### config.mk
export PLATFORM = sky130hd
export DESIGN_NAME = rotiu_unit
export DESIGN_NICKNAME = d
export VERILOG_FILES = /design/src/common/rotiu_pkg.sv /design/src/rtl/rotiu_rotator.sv /design/src/rtl/rotiu_unit.sv
export SDC_FILE = /design/constraint.sdc
export NUM_CORES = 1
export LEC_CHECK = 0
export BUFFER_PORTS_ARGS = -buffer_cell sky130_fd_sc_hd__buf_4
export CAP_MARGIN = 20
export CORE_MARGIN = 1.5
export CORE_UTILIZATION = 42
export DETAILED_ROUTE_END_ITERATION = 8
export GPL_TIMING_DRIVEN = 0
export PLACE_DENSITY = 0.74
export SLEW_MARGIN = 40
export SYNTH_ARGS = -nofsm -noshare
export SYNTH_HDL_FRONTEND = slang
export SYNTH_SLANG_ARGS = --single-unit
### constraint.sdc
create_clock -name core_clk -period 2.2 [get_ports core_clk]
set_clock_uncertainty 0.15 [all_clocks]
set_input_delay 0.22 -clock core_clk [delete_from_list [all_inputs] [get_ports core_clk]]
set_output_delay 0.22 -clock core_clk [all_outputs]
set_load 0.05 [all_outputs]
### src/common/rotiu_pkg.sv
// Package for the rotate and interrupt-return unit.
// Assumes one core clock; shared by the unit and its rotator.
package rotiu_pkg;

  // ----------------------------------------
  // Operation codes from the decoder
  // ----------------------------------------
  typedef enum logic [3:0]
  {
    ROTIU_OP_NONE,
    ROTIU_OP_RETURN_FROM_INTERRUPT,
    ROTIU_OP_ROTATE_LEFT_MEM,
    ROTIU_OP_ROTATE_LEFT_TO_ACC,
    ROTIU_OP_ROTATE_LEFT_CARRY_MEM,
    ROTIU_OP_ROTATE_LEFT_CARRY_TO_ACC,
    ROTIU_OP_ROTATE_RIGHT_MEM,
    ROTIU_OP_ROTATE_RIGHT_TO_ACC,
    ROTIU_OP_ROTATE_RIGHT_CARRY_MEM
  } rotiu_op_t;

  // ----------------------------------------
  // Widths and reset values
  // ----------------------------------------
  localparam int ROTIU_DATA_W = 8;
  localparam int ROTIU_PC_W = 13;
  localparam int ROTIU_SP_W = 4;
  localparam logic ROTIU_MIE_SET = 1'b1;
  localparam logic ROTIU_MIE_RESET = 1'b0;
  localparam logic ROTIU_CARRY_RESET = 1'b0;
  localparam logic [7:0] ROTIU_ACC_RESET = 8'h00;
  localparam int ROTIU_MSB = 7;
  localparam int ROTIU_LSB = 0;

endpackage : rotiu_pkg

### src/rtl/rotiu_rotator.sv
// Combinational one-place byte rotator, with or without carry.
// Assumes the caller chooses which result and carry to keep.
module rotiu_rotator
(
  input wire logic [7:0] data_in,     // Byte to rotate
  input wire logic carry_in,          // Old carry flag
  input wire logic dir_right,         // 1 rotates right
  input wire logic through_carry,     // 1 rotates through carry
  output logic [7:0] data_out,        // Rotated byte
  output logic carry_out              // Bit shifted out
);

  wire logic left_fill;
  wire logic right_fill;

  // RL3 RL4 plain wrap, RL5 RL6 carry fill
  assign left_fill = through_carry ? carry_in : data_in[rotiu_pkg::ROTIU_MSB];
  // RL7 RL8 plain wrap, RL9 carry fill
  assign right_fill = through_carry ? carry_in : data_in[rotiu_pkg::ROTIU_LSB];
  assign data_out = dir_right ? {right_fill, data_in[7:1]} : {data_in[6:0], left_fill};
  assign carry_out = dir_right ? data_in[rotiu_pkg::ROTIU_LSB]
                               : data_in[rotiu_pkg::ROTIU_MSB];

endmodule : rotiu_rotator

### src/rtl/rotiu_unit.sv
// Rotate and interrupt-return execution slice of an 8-bit core.
// Assumes the decoder pulses op_valid once per instruction, memory reads
// are presented combinationally in the same cycle, and the stack holds
// return addresses the core pushed earlier.

// Summary of operation
// RL1 - Interrupt return reloads PC from stack top, sets interrupt enable, keeps flags.
// RL2 - Pending interrupt at interrupt return is taken before main program resumes.
// RL3 - Rotate left memory: bit 7 into bit 0, written back, no flags.
// RL4 - Rotate left to accumulator: memory untouched, no flags changed.
// RL5 - Rotate left through carry: carry into bit 0, bit 7 to carry.
// RL6 - Same nine-bit left rotation, result into accumulator, carry updated.
// RL7 - Rotate right memory: bit 0 into bit 7, written back, no flags.
// RL8 - Rotate right to accumulator: memory untouched, no flags changed.
// RL9 - Rotate right through carry: carry into bit 7, bit 0 to carry.
// RL10 - Interrupt return pops the stack pointer like a plain return.
module rotiu_unit
#(
  parameter int PC_W = rotiu_pkg::ROTIU_PC_W,
  parameter int SP_W = rotiu_pkg::ROTIU_SP_W
)
(
  input wire logic core_clk,                  // Core clock, 50 MHz
  input wire logic reset,                     // Synchronous reset, active high
  input wire logic op_valid,                  // One-cycle instruction strobe
  input wire rotiu_pkg::rotiu_op_t op_code,   // Decoded operation
  input wire logic [7:0] mem_rdata,           // Addressed memory byte
  input wire logic [PC_W-1:0] stack_top,      // Top return address
  input wire logic int_pending,               // Interrupt request waiting
  input wire logic int_taken,                 // Core entered an interrupt
  output logic [7:0] mem_wdata,               // Byte to write back
  output logic mem_we,                        // Memory write strobe
  output logic [7:0] acc_q,                   // Accumulator
  output logic carry_q,                       // Carry flag
  output logic master_interrupt_enable_q,     // Global interrupt enable
  output logic pc_load,                       // Program counter load strobe
  output logic [PC_W-1:0] pc_load_value,      // New program counter
  output logic stack_pop,                     // Release stack entry
  output logic [SP_W-1:0] stack_ptr_q,        // Return stack pointer
  output logic int_service_req                // Take interrupt before resuming
);

  // --------------------------------------------------------
  // Decode
  // --------------------------------------------------------
  wire logic is_return_from_interrupt;
  wire logic is_right;
  wire logic is_carry;
  wire logic to_mem;
  wire logic to_acc;
  wire logic [7:0] rot_data;
  wire logic rot_carry;

  assign is_return_from_interrupt = op_valid && (op_code == rotiu_pkg::ROTIU_OP_RETURN_FROM_INTERRUPT);
  assign is_right = (op_code == rotiu_pkg::ROTIU_OP_ROTATE_RIGHT_MEM)
                 || (op_code == rotiu_pkg::ROTIU_OP_ROTATE_RIGHT_TO_ACC)
                 || (op_code == rotiu_pkg::ROTIU_OP_ROTATE_RIGHT_CARRY_MEM);
  assign is_carry = (op_code == rotiu_pkg::ROTIU_OP_ROTATE_LEFT_CARRY_MEM)
                 || (op_code == rotiu_pkg::ROTIU_OP_ROTATE_LEFT_CARRY_TO_ACC)
                 || (op_code == rotiu_pkg::ROTIU_OP_ROTATE_RIGHT_CARRY_MEM);
  assign to_mem = op_valid && ((op_code == rotiu_pkg::ROTIU_OP_ROTATE_LEFT_MEM)
                 || (op_code == rotiu_pkg::ROTIU_OP_ROTATE_LEFT_CARRY_MEM)
                 || (op_code == rotiu_pkg::ROTIU_OP_ROTATE_RIGHT_MEM)
                 || (op_code == rotiu_pkg::ROTIU_OP_ROTATE_RIGHT_CARRY_MEM));
  assign to_acc = op_valid && ((op_code == rotiu_pkg::ROTIU_OP_ROTATE_LEFT_TO_ACC)
                 || (op_code == rotiu_pkg::ROTIU_OP_ROTATE_LEFT_CARRY_TO_ACC)
                 || (op_code == rotiu_pkg::ROTIU_OP_ROTATE_RIGHT_TO_ACC));

  rotiu_rotator u_rot
  (
    .data_in(mem_rdata),
    .carry_in(carry_q),
    .dir_right(is_right),
    .through_carry(is_carry),
    .data_out(rot_data),
    .carry_out(rot_carry)
  );

  // --------------------------------------------------------
  // Datapath registers
  // --------------------------------------------------------
  logic [7:0] mem_wdata_d;
  logic mem_we_d;
  logic [7:0] acc_d;
  logic carry_d;
  logic mie_d;
  logic pc_load_d;
  logic [PC_W-1:0] pc_val_d;
  logic pop_d;
  logic push_d;
  logic [SP_W-1:0] sp_d;
  logic svc_d;

  // RL3 RL5 RL7 RL9 memory write-back
  assign mem_we_d = to_mem;
  assign mem_wdata_d = to_mem ? rot_data : mem_wdata;
  // RL4 RL6 RL8 accumulator result only
  assign acc_d = to_acc ? rot_data : acc_q;
  // RL5 RL6 RL9 only carry variants touch carry
  assign carry_d = ((to_mem || to_acc) && is_carry) ? rot_carry : carry_q;
  // RL1 enable set; taking an interrupt clears it unless a return is in the same cycle
  assign mie_d = is_return_from_interrupt ? rotiu_pkg::ROTIU_MIE_SET
               : (int_taken ? rotiu_pkg::ROTIU_MIE_RESET : master_interrupt_enable_q);
  // RL1 program counter from stack top
  assign pc_load_d = is_return_from_interrupt;
  assign pc_val_d = is_return_from_interrupt ? stack_top : pc_load_value;
  // RL10 release popped entry
  assign pop_d = is_return_from_interrupt && (stack_ptr_q != '0);
  // Entering an interrupt pushes unless the stack is full; a return in the same cycle wins, so no push
  assign push_d = int_taken && !is_return_from_interrupt && (stack_ptr_q != '1);
  assign sp_d = pop_d ? stack_ptr_q - SP_W'(1)
              : (push_d ? stack_ptr_q + SP_W'(1) : stack_ptr_q);
  // RL2 pending interrupt served before main program
  assign svc_d = is_return_from_interrupt && int_pending;

  always_ff @(posedge core_clk)
  begin
    if (reset)
    begin
      mem_wdata <= 8'h00;
      mem_we <= 1'b0;
      acc_q <= rotiu_pkg::ROTIU_ACC_RESET;
      carry_q <= rotiu_pkg::ROTIU_CARRY_RESET;
      master_interrupt_enable_q <= rotiu_pkg::ROTIU_MIE_RESET;
      pc_load <= 1'b0;
      pc_load_value <= '0;
      stack_pop <= 1'b0;
      stack_ptr_q <= '0;
      int_service_req <= 1'b0;
    end
    else
    begin
      mem_wdata <= mem_wdata_d;
      mem_we <= mem_we_d;
      acc_q <= acc_d;
      carry_q <= carry_d;
      master_interrupt_enable_q <= mie_d;
      pc_load <= pc_load_d;
      pc_load_value <= pc_val_d;
      stack_pop <= pop_d;
      stack_ptr_q <= sp_d;
      int_service_req <= svc_d;
    end
  end
endmodule : rotiu_unit

==> summary.md, run 1 <==
| Metric | Value |
|---|---|
| Result of the run | `completed` |
| Source of the worst register-to-register timing path | `stack_ptr_q[3]$_SDFFE_PP0P_` |
| Type of element capturing the critical path | `flop` |
| Hold Vio Cnt, Final | `0` |
| Number of storage elements in the synthesis netlist | `39` |
| Sink count of the clock tree | `39` |
| Crit Path Class | `reg -> reg` |
| Hold slack | `between 0.02 and 0.025 ns` |
| Slew Limit Fails | `0` |
| Die span in x | `between 60 and 70 µm` |
| Net count of the mapped netlist | `221` |
| Remaining global-route overflow | `0` |
| Peak per-stage delay on the critical path | `0.48 ns` |
| Maximum fanout along the worst path | `8` |
| Maximum clock path buffer count | `2` |
| PD cells | `644 nW/µm²` |
| Leading register cell type out of synthesis | `sky130_fd_sc_hd__dfxtp_1` |
| Unrepaired setup endpoints after global routing | `no` |
| Nets@finish | `between 200 and 300` |
| Setup repair bufs after CTS | `0` |
| Worst setup path start | `stack_ptr_q[3]$_SDFFE_PP0P_` |
| Clk slew on worst S/H paths | `approximately 0.070 ns` |
| Synthesized cell area | `between 1500 and 2000 µm²` |
| Maximum achievable frequency | `~480 MHz` |
| Fill cell total of the finished layout | `about 330` |
| Routed wire length | `4160 µm` |
| Initial antenna violation count | `0` |
| Post-Synthesis Mean Instance Area | `slightly below 9 µm²` |
| Number of inserted diodes | `0` |
| IO Port Bufs | `67` |
| Routability-driven placement congestion ratio | `0.840` |
| CTS Buf Count | `5` |
| CP Data Required Time | `approximately 2.3 ns` |
| Syn-to-layout area delta | `41.4%` |
| Detail-routed net length per standard cell | `13.3 µm` |
| Worst R2R Path Depth | `7` |
| Total Die Area | `about 4300 µm²` |
| Effective utilization at floorplan | `between 40% and 50%` |
| Internal Dissipation | `1.07 mW` |
| Transition time of the tightest slew-check pin | `0.495 ns` |
| Synth cell types | `40` |
| Cells traversed along the worst timing path | `nor4_4 > nor3_4 > ha_1 > a21o_1 > a21oi_1 > or4b_1 > nand4_1` |
| Shortest clock period the worst path allows after layout | `2.09 ns` |
| Hold/Removal Path Class | `in -> reg` |
| Max Cap Violations | `0` |
| Vias in the first global route | `1,380` |
| Yosys warning total | `0` |
| TritonCTS clock tree | `yes` |
| Skew-Pair Late Insertion Delay | `~0.28 ns` |
| Number of H-tree levels | `2` |
| Post-Layout Cell Count | `around 310` |
| Share of cells above drive strength 1 | `between 30% and 40%` |
| DRC violations left | `0` |
| Static Leakage | `0.984 nW` |
| Detailed-placement wirelength estimate | `around 3000 µm` |
| Endpoint of the worst register-to-register path | `stack_ptr_q[3]$_SDFFE_PP0P_` |
| Largest voltage drop on the vdd net | `~0.00039 V` |
| Starting DRT DRC Count | `130` |
| Post-synthesis cell count | `approximately 190` |
| Clk Tree Root Cell | `sky130_fd_sc_hd__clkbuf_8` |
| Setup slack of the most critical reg-to-reg path | `~0.11 ns` |
| Ports | `69` |
| Fraction of registers with async set or reset after synthesis | `0%` |
| Part of the total power dissipated in the clock network | `a little under a third` |
| Total core area | `3720 µm²` |
| Post-route ant nets | `0` |
| Maximum number of pins on one net before global-route repair | `13` |
| Total instance count after detailed placement | `slightly above 300` |
| Switch share | `between 20% and 30%` |
| Total number of placement rows | `22` |
| Number of flops mapped to enable cells by yosys | `0` |
| Height of the die | `~66 µm` |
| Global-route total usage across every layer | `20.0%` |
| Startpoint type of the worst setup path | `flop` |
| Portion of the post-synthesis area used by sequential elements | `between 40% and 50%` |
| Worst path arrival time | `around 2.2 ns` |
| Number of iterations in the first detailed-routing pass | `4` |
| Vias after detailed routing | `1,570` |
| Relative slew slack | `around 67%` |
| NetSw | `between 400 and 500 µW` |
| Global-route wire length before repair | `6530 µm` |
| Share of total power in combinational logic | `19.4%` |
| Endpoint of the most critical setup path | `stack_ptr_q[3]$_SDFFE_PP0P_` |
| Setup violators final | `0` |
| Proportion of power drawn by flip-flops and latches | `about half` |
| Period utilization | `~95%` |
| Vias per cell | `5.03` |
| Slowest stage cell on the critical path | `sky130_fd_sc_hd__or4b_1` |
-- kinds of logic (layout without fill, tap and decap cells) --
logic type | count (synthesis) | in the layout | share of synthesized area [%]
and+or+nand+nor | 73 | 73 | 22.0
DFF | 39 | 39 | 47.2
buffers and inverters | 16 | 92 | 4.39
adders and majority gates | 3 | 3 | 2.72
muxes | 7 | 7 | 4.24
xor gates and xnor gates | 1 | 1 | 0.530
AOI/OAI and AO/OA | 49 | 49 | 18.9
-- through the flow --
stage / instance area, µm² / TNS, ns / util [%] / power [mW] / worst slack [ns]
floorplan: 1670 / 0 / - / 0.943 / 0.108
global placement: 2230 / -0.248 / 60.0 / 1.05 / -0.179
detailed placement: 2230 / -0.307 / 60.0 / 1.05 / -0.197
CTS: 2320 / 0 / 62.5 / 1.51 / 0.0473
global route: 2340 / 0 / 62.9 / 1.57 / 0.00928
finish: 2340 / 0 / 62.9 / 1.51 / 0.107
-- Yosys cell counts, types with 2 or more instances --
master,number,area share (%)
sky130_fd_sc_hd__nor2_1,15,3.4
sky130_fd_sc_hd__o22ai_1,4,1.5
sky130_fd_sc_hd__nand2_1,32,7.3
sky130_fd_sc_hd__buf_2,4,1.2
sky130_fd_sc_hd__dfxtp_1,39,47
sky130_fd_sc_hd__ha_1,2,1.5
sky130_fd_sc_hd__nor3_1,4,1.2
sky130_fd_sc_hd__mux2i_1,7,4.2
sky130_fd_sc_hd__o21ai_0,6,1.8
sky130_fd_sc_hd__nand2b_1,3,1.1
sky130_fd_sc_hd__nand3b_1,3,1.4
sky130_fd_sc_hd__nand3_1,2,0.61
sky130_fd_sc_hd__a211oi_1,12,5.4
sky130_fd_sc_hd__clkbuf_1,4,0.91
sky130_fd_sc_hd__inv_1,5,1.1
sky130_fd_sc_hd__a21oi_1,20,6.1
sky130_fd_sc_hd__nand4_1,3,1.1
-- worst min path at each step --
stage	startpoint	depth (start not counted)	slack, ns	end
final	stack_top[0]	3	0.02	pc_load_value[0]$_SDFFE_PP0P_
after detailed placement	pc_load_value[8]$_SDFFE_PP0P_	2	0.30	pc_load_value[8]$_SDFFE_PP0P_
after global routing	stack_top[10]	3	0.01	pc_load_value[10]$_SDFFE_PP0P_
after floorplan	stack_top[0]	2	0.21	pc_load_value[0]$_SDFFE_PP0P_
after global placement	pc_load_value[6]$_SDFFE_PP0P_	2	0.29	pc_load_value[6]$_SDFFE_PP0P_
after CTS	stack_top[10]	3	0.02	pc_load_value[10]$_SDFFE_PP0P_
-- per-layer routing --
metal	routed length [µm]	GRT usage [%]	share of wire [%]
met3	206	5.48	5.0
met4	65	7.03	1.6
met1	1860	25.1	45
met5	0	0	0
met2	2030	32.7	49
-- placed cells by master, fill, tap and decap left out, types with 2 or more instances in the layout --
| master | instances |
|---|---|
| sky130_fd_sc_hd__clkbuf_8 | 5 |
| sky130_fd_sc_hd__nor2_1 | 15 |
| sky130_fd_sc_hd__dfxtp_1 | 35 |
| sky130_fd_sc_hd__o21ai_0 | 6 |
| sky130_fd_sc_hd__nand3b_1 | 3 |
| sky130_fd_sc_hd__inv_1 | 5 |
| sky130_fd_sc_hd__nand3_1 | 2 |
| sky130_fd_sc_hd__nand4_1 | 3 |
| sky130_fd_sc_hd__buf_2 | 4 |
| sky130_fd_sc_hd__buf_4 | 67 |
| sky130_fd_sc_hd__a211oi_1 | 12 |
| sky130_fd_sc_hd__mux2i_1 | 7 |
| sky130_fd_sc_hd__nor3_1 | 4 |
| sky130_fd_sc_hd__nand2_1 | 32 |
| sky130_fd_sc_hd__nand2b_1 | 3 |
| sky130_fd_sc_hd__a21oi_1 | 20 |
| sky130_fd_sc_hd__clkbuf_1 | 5 |
| sky130_fd_sc_hd__dfxtp_2 | 4 |
| sky130_fd_sc_hd__ha_1 | 2 |
| sky130_fd_sc_hd__o22ai_1 | 4 |
-- registers in the layout, summed over array words and instances, names as in the netlist --
register and cells:
acc_q 8, pc_load 1, carry_q 1, stack_pop 1
int_service_req 1, master_interrupt_enable_q 1, stack_ptr_q 4, mem_we 1
pc_load_value 13, mem_wdata 8
-- final cells by class --
cell class | instances | area [µm²] | area share [%]
inverter | 6 | 22.5 | 0.963
clock inverter | 2 | 12.5 | 0.535
multi-input combinational | 133 | 822 | 35.2
clock buffer | 6 | 72.6 | 3.10
timing repair buffer | 68 | 513 | 21.9
tap | 48 | 60.1 | 2.57
sequential | 39 | 786 | 33.6
buffer | 10 | 50.0 | 2.14
-- critical path: cells and delay by family (launching register included) --
family	cells	cell delay [ns]
and+or+nand+nor	4	1.01
AOI/OAI and AO/OA	2	0.22
adders and majority gates	1	0.29
DFF	1	0.36
-- power groups by stage --
| stage | Sequential (mW) | Clock (mW) | Combinational [mW] |
|---|---|---|---|
| finish | 0.751 | 0.463 | 0.292 |
| global route | 0.754 | 0.502 | 0.312 |
| CTS | 0.750 | 0.473 | 0.289 |
| detailed placement | 0.766 | 0 | 0.286 |
| global placement | 0.765 | 0 | 0.284 |
| floorplan | 0.847 | 0 | 0.0958 |
-- timing repair --
item	CTS	global route
hold endpoints to repair	1	0
gates resized for setup	0	2
hold buffers	1	0
setup endpoints to repair	0	1
No activity file was read; power rests on OpenSTA's default activity.
==> inputs of run 2 (changes only) <==
- CORE_UTILIZATION: 42 -> 47
- PLACE_DENSITY: 0.74 -> 0.78
- SYNTH_HIERARCHICAL: default -> 1
- clock period: 2.2 -> 2.4 ns (I/O delays scaled with it)
==> run 2 against run 1 <==
Compared with the run above: first-iteration DRC count is 31% lower; largest cell class unchanged; cell area is 6.5% higher; critical path depth stayed put; critical path type unchanged.
==> summary.md, run 2 <==
| Metric | Value |
|---|---|
| TritonCTS clock tree | `yes` |
| Sink count of the clock tree | `39` |
| Relative slew slack | `62.4%` |
| Static Leakage | `between 1 and 1.5 nW` |
| Post-Synthesis Mean Instance Area | `~9.2 µm²` |
| Routed wire length | `between 4000 and 5000 µm` |
| Global-route total usage across every layer | `approximately a fifth` |
| WL met1 | `roughly 1800 µm` |
| Synthesized cell area | `1710 µm²` |
| Setup slack of the most critical reg-to-reg path | `between 0.2 and 0.25 ns` |
| Yosys warning total | `6` |
| Detail-routed net length per standard cell | `roughly 13 µm` |
| Total Neg Setup Slack | `0 ns` |
| Ports | `just under 70` |
| Unrepaired setup endpoints after global routing | `no` |
| Maximum fanout along the worst path | `8` |
| Post-synth top area cell | `sky130_fd_sc_hd__dfxtp_1` |
| Max Cap Violations | `0` |
| Hold/Removal Path Class | `in -> reg` |
| Clk slew on worst S/H paths | `approximately 0.13 ns` |
| Vias in the first global route | `~1,500` |
| Routability-driven placement congestion ratio | `between 0.7 and 0.8` |
| Number of flops mapped to enable cells by yosys | `0` |
| Hold path startpoint | `reset` |
| Uppermost routed layer | `met4` |
| Global-route wire length before repair | `about 6700 µm` |
| Critical path depth in cells | `7` |
| Hold slack | `around 0.033 ns` |
| Length of routed met2 wiring | `roughly 1900 µm` |
| Setup violators final | `0` |
| Vias per cell | `slightly below 5` |
| Proportion of netlist area held by the largest area contributor | `a little under half` |
| Hold Vio Cnt, Final | `0` |
| Period utilization | `90.5%` |
| Endpoint with the worst hold slack | `stack_ptr_q[3]$_SDFFE_PP0P_` |
| Top post-synthesis cells by area | `sky130_fd_sc_hd__dfxtp_1 (46%), sky130_fd_sc_hd__mux2i_1 (11%), sky130_fd_sc_hd__nand2_1 (5.9%)` |
| Number of H-tree levels | `2` |
| CTS Buf Count | `5` |
| Result of the run | `completed` |
| Maximum number of pins on one net before global-route repair | `14` |
| CP Data Required Time | `2.55 ns` |
| Fraction of registers with async set or reset after synthesis | `0%` |
| Source of the worst register-to-register timing path | `stack_ptr_q[3]$_SDFFE_PP0P_` |
| Worst R2R Path Depth | `7` |
| Portion of the post-synthesis area used by sequential elements | `a little under half` |
| Largest register by flop count | `pc_load_value` |
| Slowest stage cell on the critical path | `sky130_fd_sc_hd__or4b_1` |
| Cells traversed along the worst timing path | `nor4_2 > nor3_2 > ha_1 > a21o_1 > a21oi_1 > or4b_1 > nand4_1` |
| Top library cells by usage in the layout, fill and taps aside | `sky130_fd_sc_hd__buf_4 (68), sky130_fd_sc_hd__dfxtp_1 (39), sky130_fd_sc_hd__nand2_1 (27)` |
| Slew Limit Fails | `0` |
| Total core area | `3420 µm²` |
| Largest register FFs | `13` |
| Syn-to-layout area delta | `45.8%` |
| Number of instances on the worst hold path | `3` |
| Transition time of the tightest slew-check pin | `0.563 ns` |
| Height of the die | `about 63 µm` |
| Nets@finish | `308` |
| Skew-Pair Late Insertion Delay | `between 0.3 and 0.4 ns` |
| Number of iterations in the first detailed-routing pass | `5` |
| Post-route ant nets | `0` |
| Cell family with most CP delay | `simple AND/OR/NAND/NOR gates` |
| Most common cell after layout, fill and taps aside | `sky130_fd_sc_hd__buf_4` |
| Most used standard cells in the synthesized netlist | `sky130_fd_sc_hd__dfxtp_1 (39), sky130_fd_sc_hd__nand2_1 (27), sky130_fd_sc_hd__nor2_1 (25)` |
| Starting DRT DRC Count | `90` |
| Maximum clock path buffer count | `2` |
| IO Port Bufs | `a little under 70` |
| Net count of the mapped netlist | `approximately 220` |
| Largest voltage drop on the vdd net | `~0.00038 V` |
| Detailed-placement wirelength estimate | `roughly 2900 µm` |
| Maximum achievable frequency | `460 MHz` |
| Startpoint type of the worst setup path | `flop` |
| Crit Path Class | `reg -> reg` |
| Endpoint of the worst register-to-register path | `stack_ptr_q[3]$_SDFFE_PP0P_` |
| PD cells | `529 nW/µm²` |
| Peak per-stage delay on the critical path | `about 0.48 ns` |
| Shortest clock period the worst path allows after layout | `about 2.2 ns` |
| Initial antenna violation count | `0` |
| Leading register cell type out of synthesis | `sky130_fd_sc_hd__dfxtp_1` |
| Most frequently used cell type in the post-synthesis netlist | `sky130_fd_sc_hd__dfxtp_1` |
| Total Die Area | `approximately 4000 µm²` |
| Number of inserted diodes | `0` |
| Clk Tree Root Cell | `sky130_fd_sc_hd__clkbuf_4` |
| Setup repair bufs after CTS | `0` |
| Number of storage elements in the synthesis netlist | `39` |
| Synth cell types | `36` |
| Die span in x | `~63 µm` |
| Total number of placement rows | `21` |
| Effective utilization at floorplan | `50.0%` |
| Share of cells above drive strength 1 | `around 34%` |
| Remaining global-route overflow | `0` |
| Worst path arrival time | `2.32 ns` |
| Wire length on met3 | `roughly 310 µm` |
| Buffers plus inverters on the worst setup path | `0` |
| Type of element capturing the critical path | `flop` |
| DRC violations left | `0` |
| Post-synthesis cell count | `about 190` |
| Largest registers | `pc_load_value (13), acc_q (8), mem_wdata (8)` |
| Vias after detailed routing | `1,587` |
-- run 2: power by group --
part	switching [mW]	internal (mW)
Clock	0.220	0.144
Combinational	0.149	0.122
Sequential	0.0151	0.666
Total	0.385	0.932
-- run 2: per-stage QoR --
stage / cells / power (mW) / worst slack [ns] / instance area, µm² / util (%)
floorplan: 186 / 0.854 / 0.113 / 1710 / -
CTS: 322 / 1.33 / 0.104 / 2480 / 72.7
finish: 322 / 1.32 / 0.228 / 2490 / 72.9
global placement: 300 / 0.944 / 0.0799 / 2280 / 66.7
detailed placement: 300 / 0.946 / 0.0453 / 2280 / 66.7
global route: 322 / 1.39 / 0.0504 / 2490 / 72.9
-- run 2: how the worst max path moves through the flow --
stage	startpoint	endpoint	slack (ns)
final	stack_ptr_q[3]$_SDFFE_PP0P_	stack_ptr_q[3]$_SDFFE_PP0P_	0.23
after global routing	stack_ptr_q[0]$_SDFFE_PP0P_	stack_ptr_q[3]$_SDFFE_PP0P_	0.05
after CTS	stack_ptr_q[3]$_SDFFE_PP0P_	stack_ptr_q[3]$_SDFFE_PP0P_	0.10
after detailed placement	op_code[3]	stack_ptr_q[3]$_SDFFE_PP0P_	0.05
after global placement	op_code[3]	stack_ptr_q[3]$_SDFFE_PP0P_	0.08
after floorplan	stack_ptr_q[3]$_SDFFE_PP0P_	stack_ptr_q[3]$_SDFFE_PP0P_	0.11
-- run 2: worst register-to-register path: cells and delay by family (launching register included) --
family          cells  cell delay [ns]
compound gates      2             0.20
flops               1             0.39
fa+ha+maj           1             0.30
simple gates        4             1.09
-- run 2: area by class of cell --
class	count	area, µm²
fillers	281	925
multi-input cells	132	866
flip-flops and latches	39	781
repair buffers	82	651
well taps	46	57.6
clock buffers	6	51.3
plain buffers	9	46.3
inverters	6	22.5
clock inverters	2	16.3
-- run 2: repair_timing --
| item | in CTS | in global routing |
|---|---|---|
| hold endpoints to repair | 14 | 0 |
| hold buffers | 14 | 0 |
| setup endpoints to repair | 0 | 1 |
| resized for setup | 0 | 1 |
-- run 2: metal layers --
layer  up-vias  global-route usage (%)
met5         -                       0
met4         0                    5.71
met3         7                    7.50
met2        65                    36.4
met1       704                    24.2
li1        811                       -
-- run 2: cells by family after synthesis --
group / Yosys count / synth area share, %
buffers and inverters: 15 / 4.03
DFF: 39 / 45.7
adders and majority gates: 3 / 2.64
AOI/OAI and AO/OA: 28 / 9.96
xor gates and xnor gates: 1 / 0.513
and+or+nand+nor: 74 / 20.1
muxes: 26 / 17.1
==> inputs of run 3 (changes only) <==
- CTS_CLUSTER_DIAMETER: default -> 150
- clock period: 2.4 -> 2.09 ns (I/O delays scaled with it)
==> run 3 against run 2 <==
Compared with the run above: fmax up 3.6%; global-route usage grew 1.2 points; non-clock buffer count rose by 5; largest cell class unchanged; combinational power grew 20%; critical path depth is the same; via count up 1.5%; cell count increased by 1.6%; total power is 32% higher; register-to-register slack got worse by 0.24 ns; the run now ends with negative setup slack left.
==> summary.md, run 3 (synthesis gave the netlist of run 2 again) <==
| Metric | Value |
|---|---|
| Result of the run | `finished, violations left` |
| Failing checks | `negative setup slack` |
| PD cells | `approximately 670 nW/µm²` |
| Endpoint with the worst hold slack | `carry_q$_SDFFE_PP0P_` |
| IO Port Bufs | `68` |
| Sum of internal, switching and leakage power | `approximately 1.7 mW` |
| Syn-to-layout area delta | `51.8%` |
| Largest registers | `pc_load_value (13), acc_q (8), mem_wdata (8)` |
| Maximum clock path buffer count | `2` |
| Hold slack | `~0.083 ns` |
| Vias in the first global route | `about 1,600` |
| Type of element capturing the critical path | `flop` |
| Setup violators final | `1` |
| Setup slack of the most critical reg-to-reg path | `-0.007 ns` |
| Vias per cell | `between 4 and 5` |
| Vias after detailed routing | `1,611` |
| Fin worst setup slack | `-0.00698 ns` |
| Top library cells by usage in the layout, fill and taps aside | `sky130_fd_sc_hd__buf_4 (71), sky130_fd_sc_hd__dfxtp_1 (35), sky130_fd_sc_hd__nand2_1 (27)` |
| Relative slew slack | `between 60% and 70%` |
| Starting DRT DRC Count | `126` |
| Worst path arrival time | `approximately 2.2 ns` |
| Routability-driven placement congestion ratio | `~0.76` |
| Total core area | `3420 µm²` |
| Period utilization | `100%` |
| Global-route total usage across every layer | `about 22%` |
| DRC violations left | `0` |
| Skew-Pair Late Insertion Delay | `between 0.3 and 0.4 ns` |
| Part of the total power dissipated in the clock network | `36.0%` |
| Total Neg Setup Slack | `-0.00698 ns` |
| Sink count of the clock tree | `39` |
| Number of H-tree levels | `2` |
| Global-route wire length before repair | `a little under 7000 µm` |
| Largest voltage drop on the vdd net | `a little over 0.0006 V` |
| Hold path startpoint | `mem_rdata[0]` |
| Share of total power in combinational logic | `about a fifth` |
| Number of inserted diodes | `0` |
| Height of the die | `approximately 63 µm` |
| Cell area reported after detailed placement | `about 2300 µm²` |
| Crit Path Class | `reg -> reg` |
| Share of cells above drive strength 1 | `between 30% and 40%` |
| Area of all placed cells without fillers | `2590 µm²` |
| Initial antenna violation count | `0` |
| Worst R2R Path Depth | `7` |
| Routed wire length | `4240 µm` |
| Effective utilization at floorplan | `about 50%` |
| Proportion of power drawn by flip-flops and latches | `a little under half` |
| CP Data Required Time | `2.24 ns` |
| Post-route ant nets | `0` |
| Ports | `just under 70` |
| Unrepaired setup endpoints after global routing | `yes` |
| Clk Tree Root Cell | `sky130_fd_sc_hd__clkbuf_4` |
| Maximum fanout along the worst path | `6` |
| Most common cell after layout, fill and taps aside | `sky130_fd_sc_hd__buf_4` |
| Transition time of the tightest slew-check pin | `about 0.56 ns` |
| Startpoint type of the worst setup path | `flop` |
| Detailed-placement wirelength estimate | `2790 µm` |
| Internal Dissipation | `roughly 1.3 mW` |
| Total Die Area | `between 4000 and 5000 µm²` |
| Nets@finish | `roughly 310` |
| Total number of placement rows | `21` |
| Maximum achievable frequency | `~480 MHz` |
| Largest register by flop count | `pc_load_value` |
| Number of iterations in the first detailed-routing pass | `4` |
| Hold Vio Cnt, Final | `0` |
| Hold/Removal Path Class | `in -> reg` |
| Switch share | `25.8%` |
| TritonCTS clock tree | `yes` |
| Source of the worst register-to-register timing path | `stack_ptr_q[2]$_SDFFE_PP0P_` |
| CTS Buf Count | `5` |
| Remaining global-route overflow | `0` |
| Maximum number of pins on one net before global-route repair | `13` |
| Detail-routed net length per standard cell | `13.0 µm` |
| Fill cell total of the finished layout | `264` |
| Worst setup path start | `stack_ptr_q[2]$_SDFFE_PP0P_` |
| Clk slew on worst S/H paths | `0.12 ns` |
| Shortest clock period the worst path allows after layout | `about 2.1 ns` |
| Register area | `approximately 790 µm²` |
| Multi-input logic area | `just under 900 µm²` |
| Endpoint of the worst register-to-register path | `stack_ptr_q[3]$_SDFFE_PP0P_` |
| Max Cap Violations | `0` |
| Slew Limit Fails | `0` |
| Static Leakage | `between 1 and 1.5 nW` |
| NetSw | `~450 µW` |
| Largest register FFs | `13` |
| Die span in x | `63.3 µm` |
| Number of instances on the worst hold path | `4` |
-- run 3: how the worst max path moves through the flow --
stage	endpoint	slack, ns	cells after the start
after floorplan	stack_ptr_q[3]$_SDFFE_PP0P_	0.04	7
after global placement	stack_ptr_q[3]$_SDFFE_PP0P_	-0.21	8
after detailed placement	stack_ptr_q[3]$_SDFFE_PP0P_	-0.21	8
after CTS	stack_ptr_q[3]$_SDFFE_PP0P_	0.005	7
after global routing	stack_ptr_q[3]$_SDFFE_PP0P_	-0.09	7
final	stack_ptr_q[3]$_SDFFE_PP0P_	-0.007	7
-- run 3: critical path, stage by stage (launching register included) --
cell and delay (ns):
sky130_fd_sc_hd__dfxtp_4 0.38, sky130_fd_sc_hd__nor4_4 0.35, sky130_fd_sc_hd__nor3_4 0.11, sky130_fd_sc_hd__ha_1 0.30, sky130_fd_sc_hd__a21o_1 0.13, sky130_fd_sc_hd__a21oi_2 0.08
sky130_fd_sc_hd__or4b_1 0.47, sky130_fd_sc_hd__nand4_1 0.08
-- run 3: through the flow --
step	utilization [%]	cells	setup WS, ns
after CTS	74.9	324	0.00515
after detailed placement	67.3	300	-0.213
after global routing	75.9	327	-0.0861
final	75.9	327	-0.00698
after floorplan	-	186	0.0363
after global placement	67.3	300	-0.210
-- run 3: what timing repair did --
| item | in CTS | in global routing |
|---|---|---|
| endpoints found under the hold margin | 16 | 0 |
| setup buffers | 0 | 3 |
| gates resized for setup | 0 | 3 |
| endpoints found under the setup margin | 0 | 1 |
| hold buffers | 16 | 0 |
-- run 3: layer usage --
metal,vias up,part of all wire [%],global-route usage [%]
li1,824,-,-
met3,7,7.1,5.54
met1,724,44,25.8
met4,0,1.3,9.51
met2,56,48,38.4
met5,-,0,0
-- run 3: final cells by class --
type                       count  area share [%]
tap                           46            2.22
clock buffer                   6            1.59
timing repair buffer          87            26.7
multi-input combinational    132            34.1
clock inverter                 2            2.32
inverter                       6           0.868
sequential                    39            30.4
buffer                         9            1.78
-- run 3: power groups by stage --
stage | Sequential (mW) | Clock (mW) | Combinational [mW]
6_report | 0.784 | 0.624 | 0.326
5_1_grt | 0.787 | 0.670 | 0.350
4_1_cts | 0.784 | 0.632 | 0.317
3_5_place_dp | 0.801 | 0 | 0.292
3_3_place_gp | 0.801 | 0 | 0.289
2_1_floorplan | 0.873 | 0 | 0.114
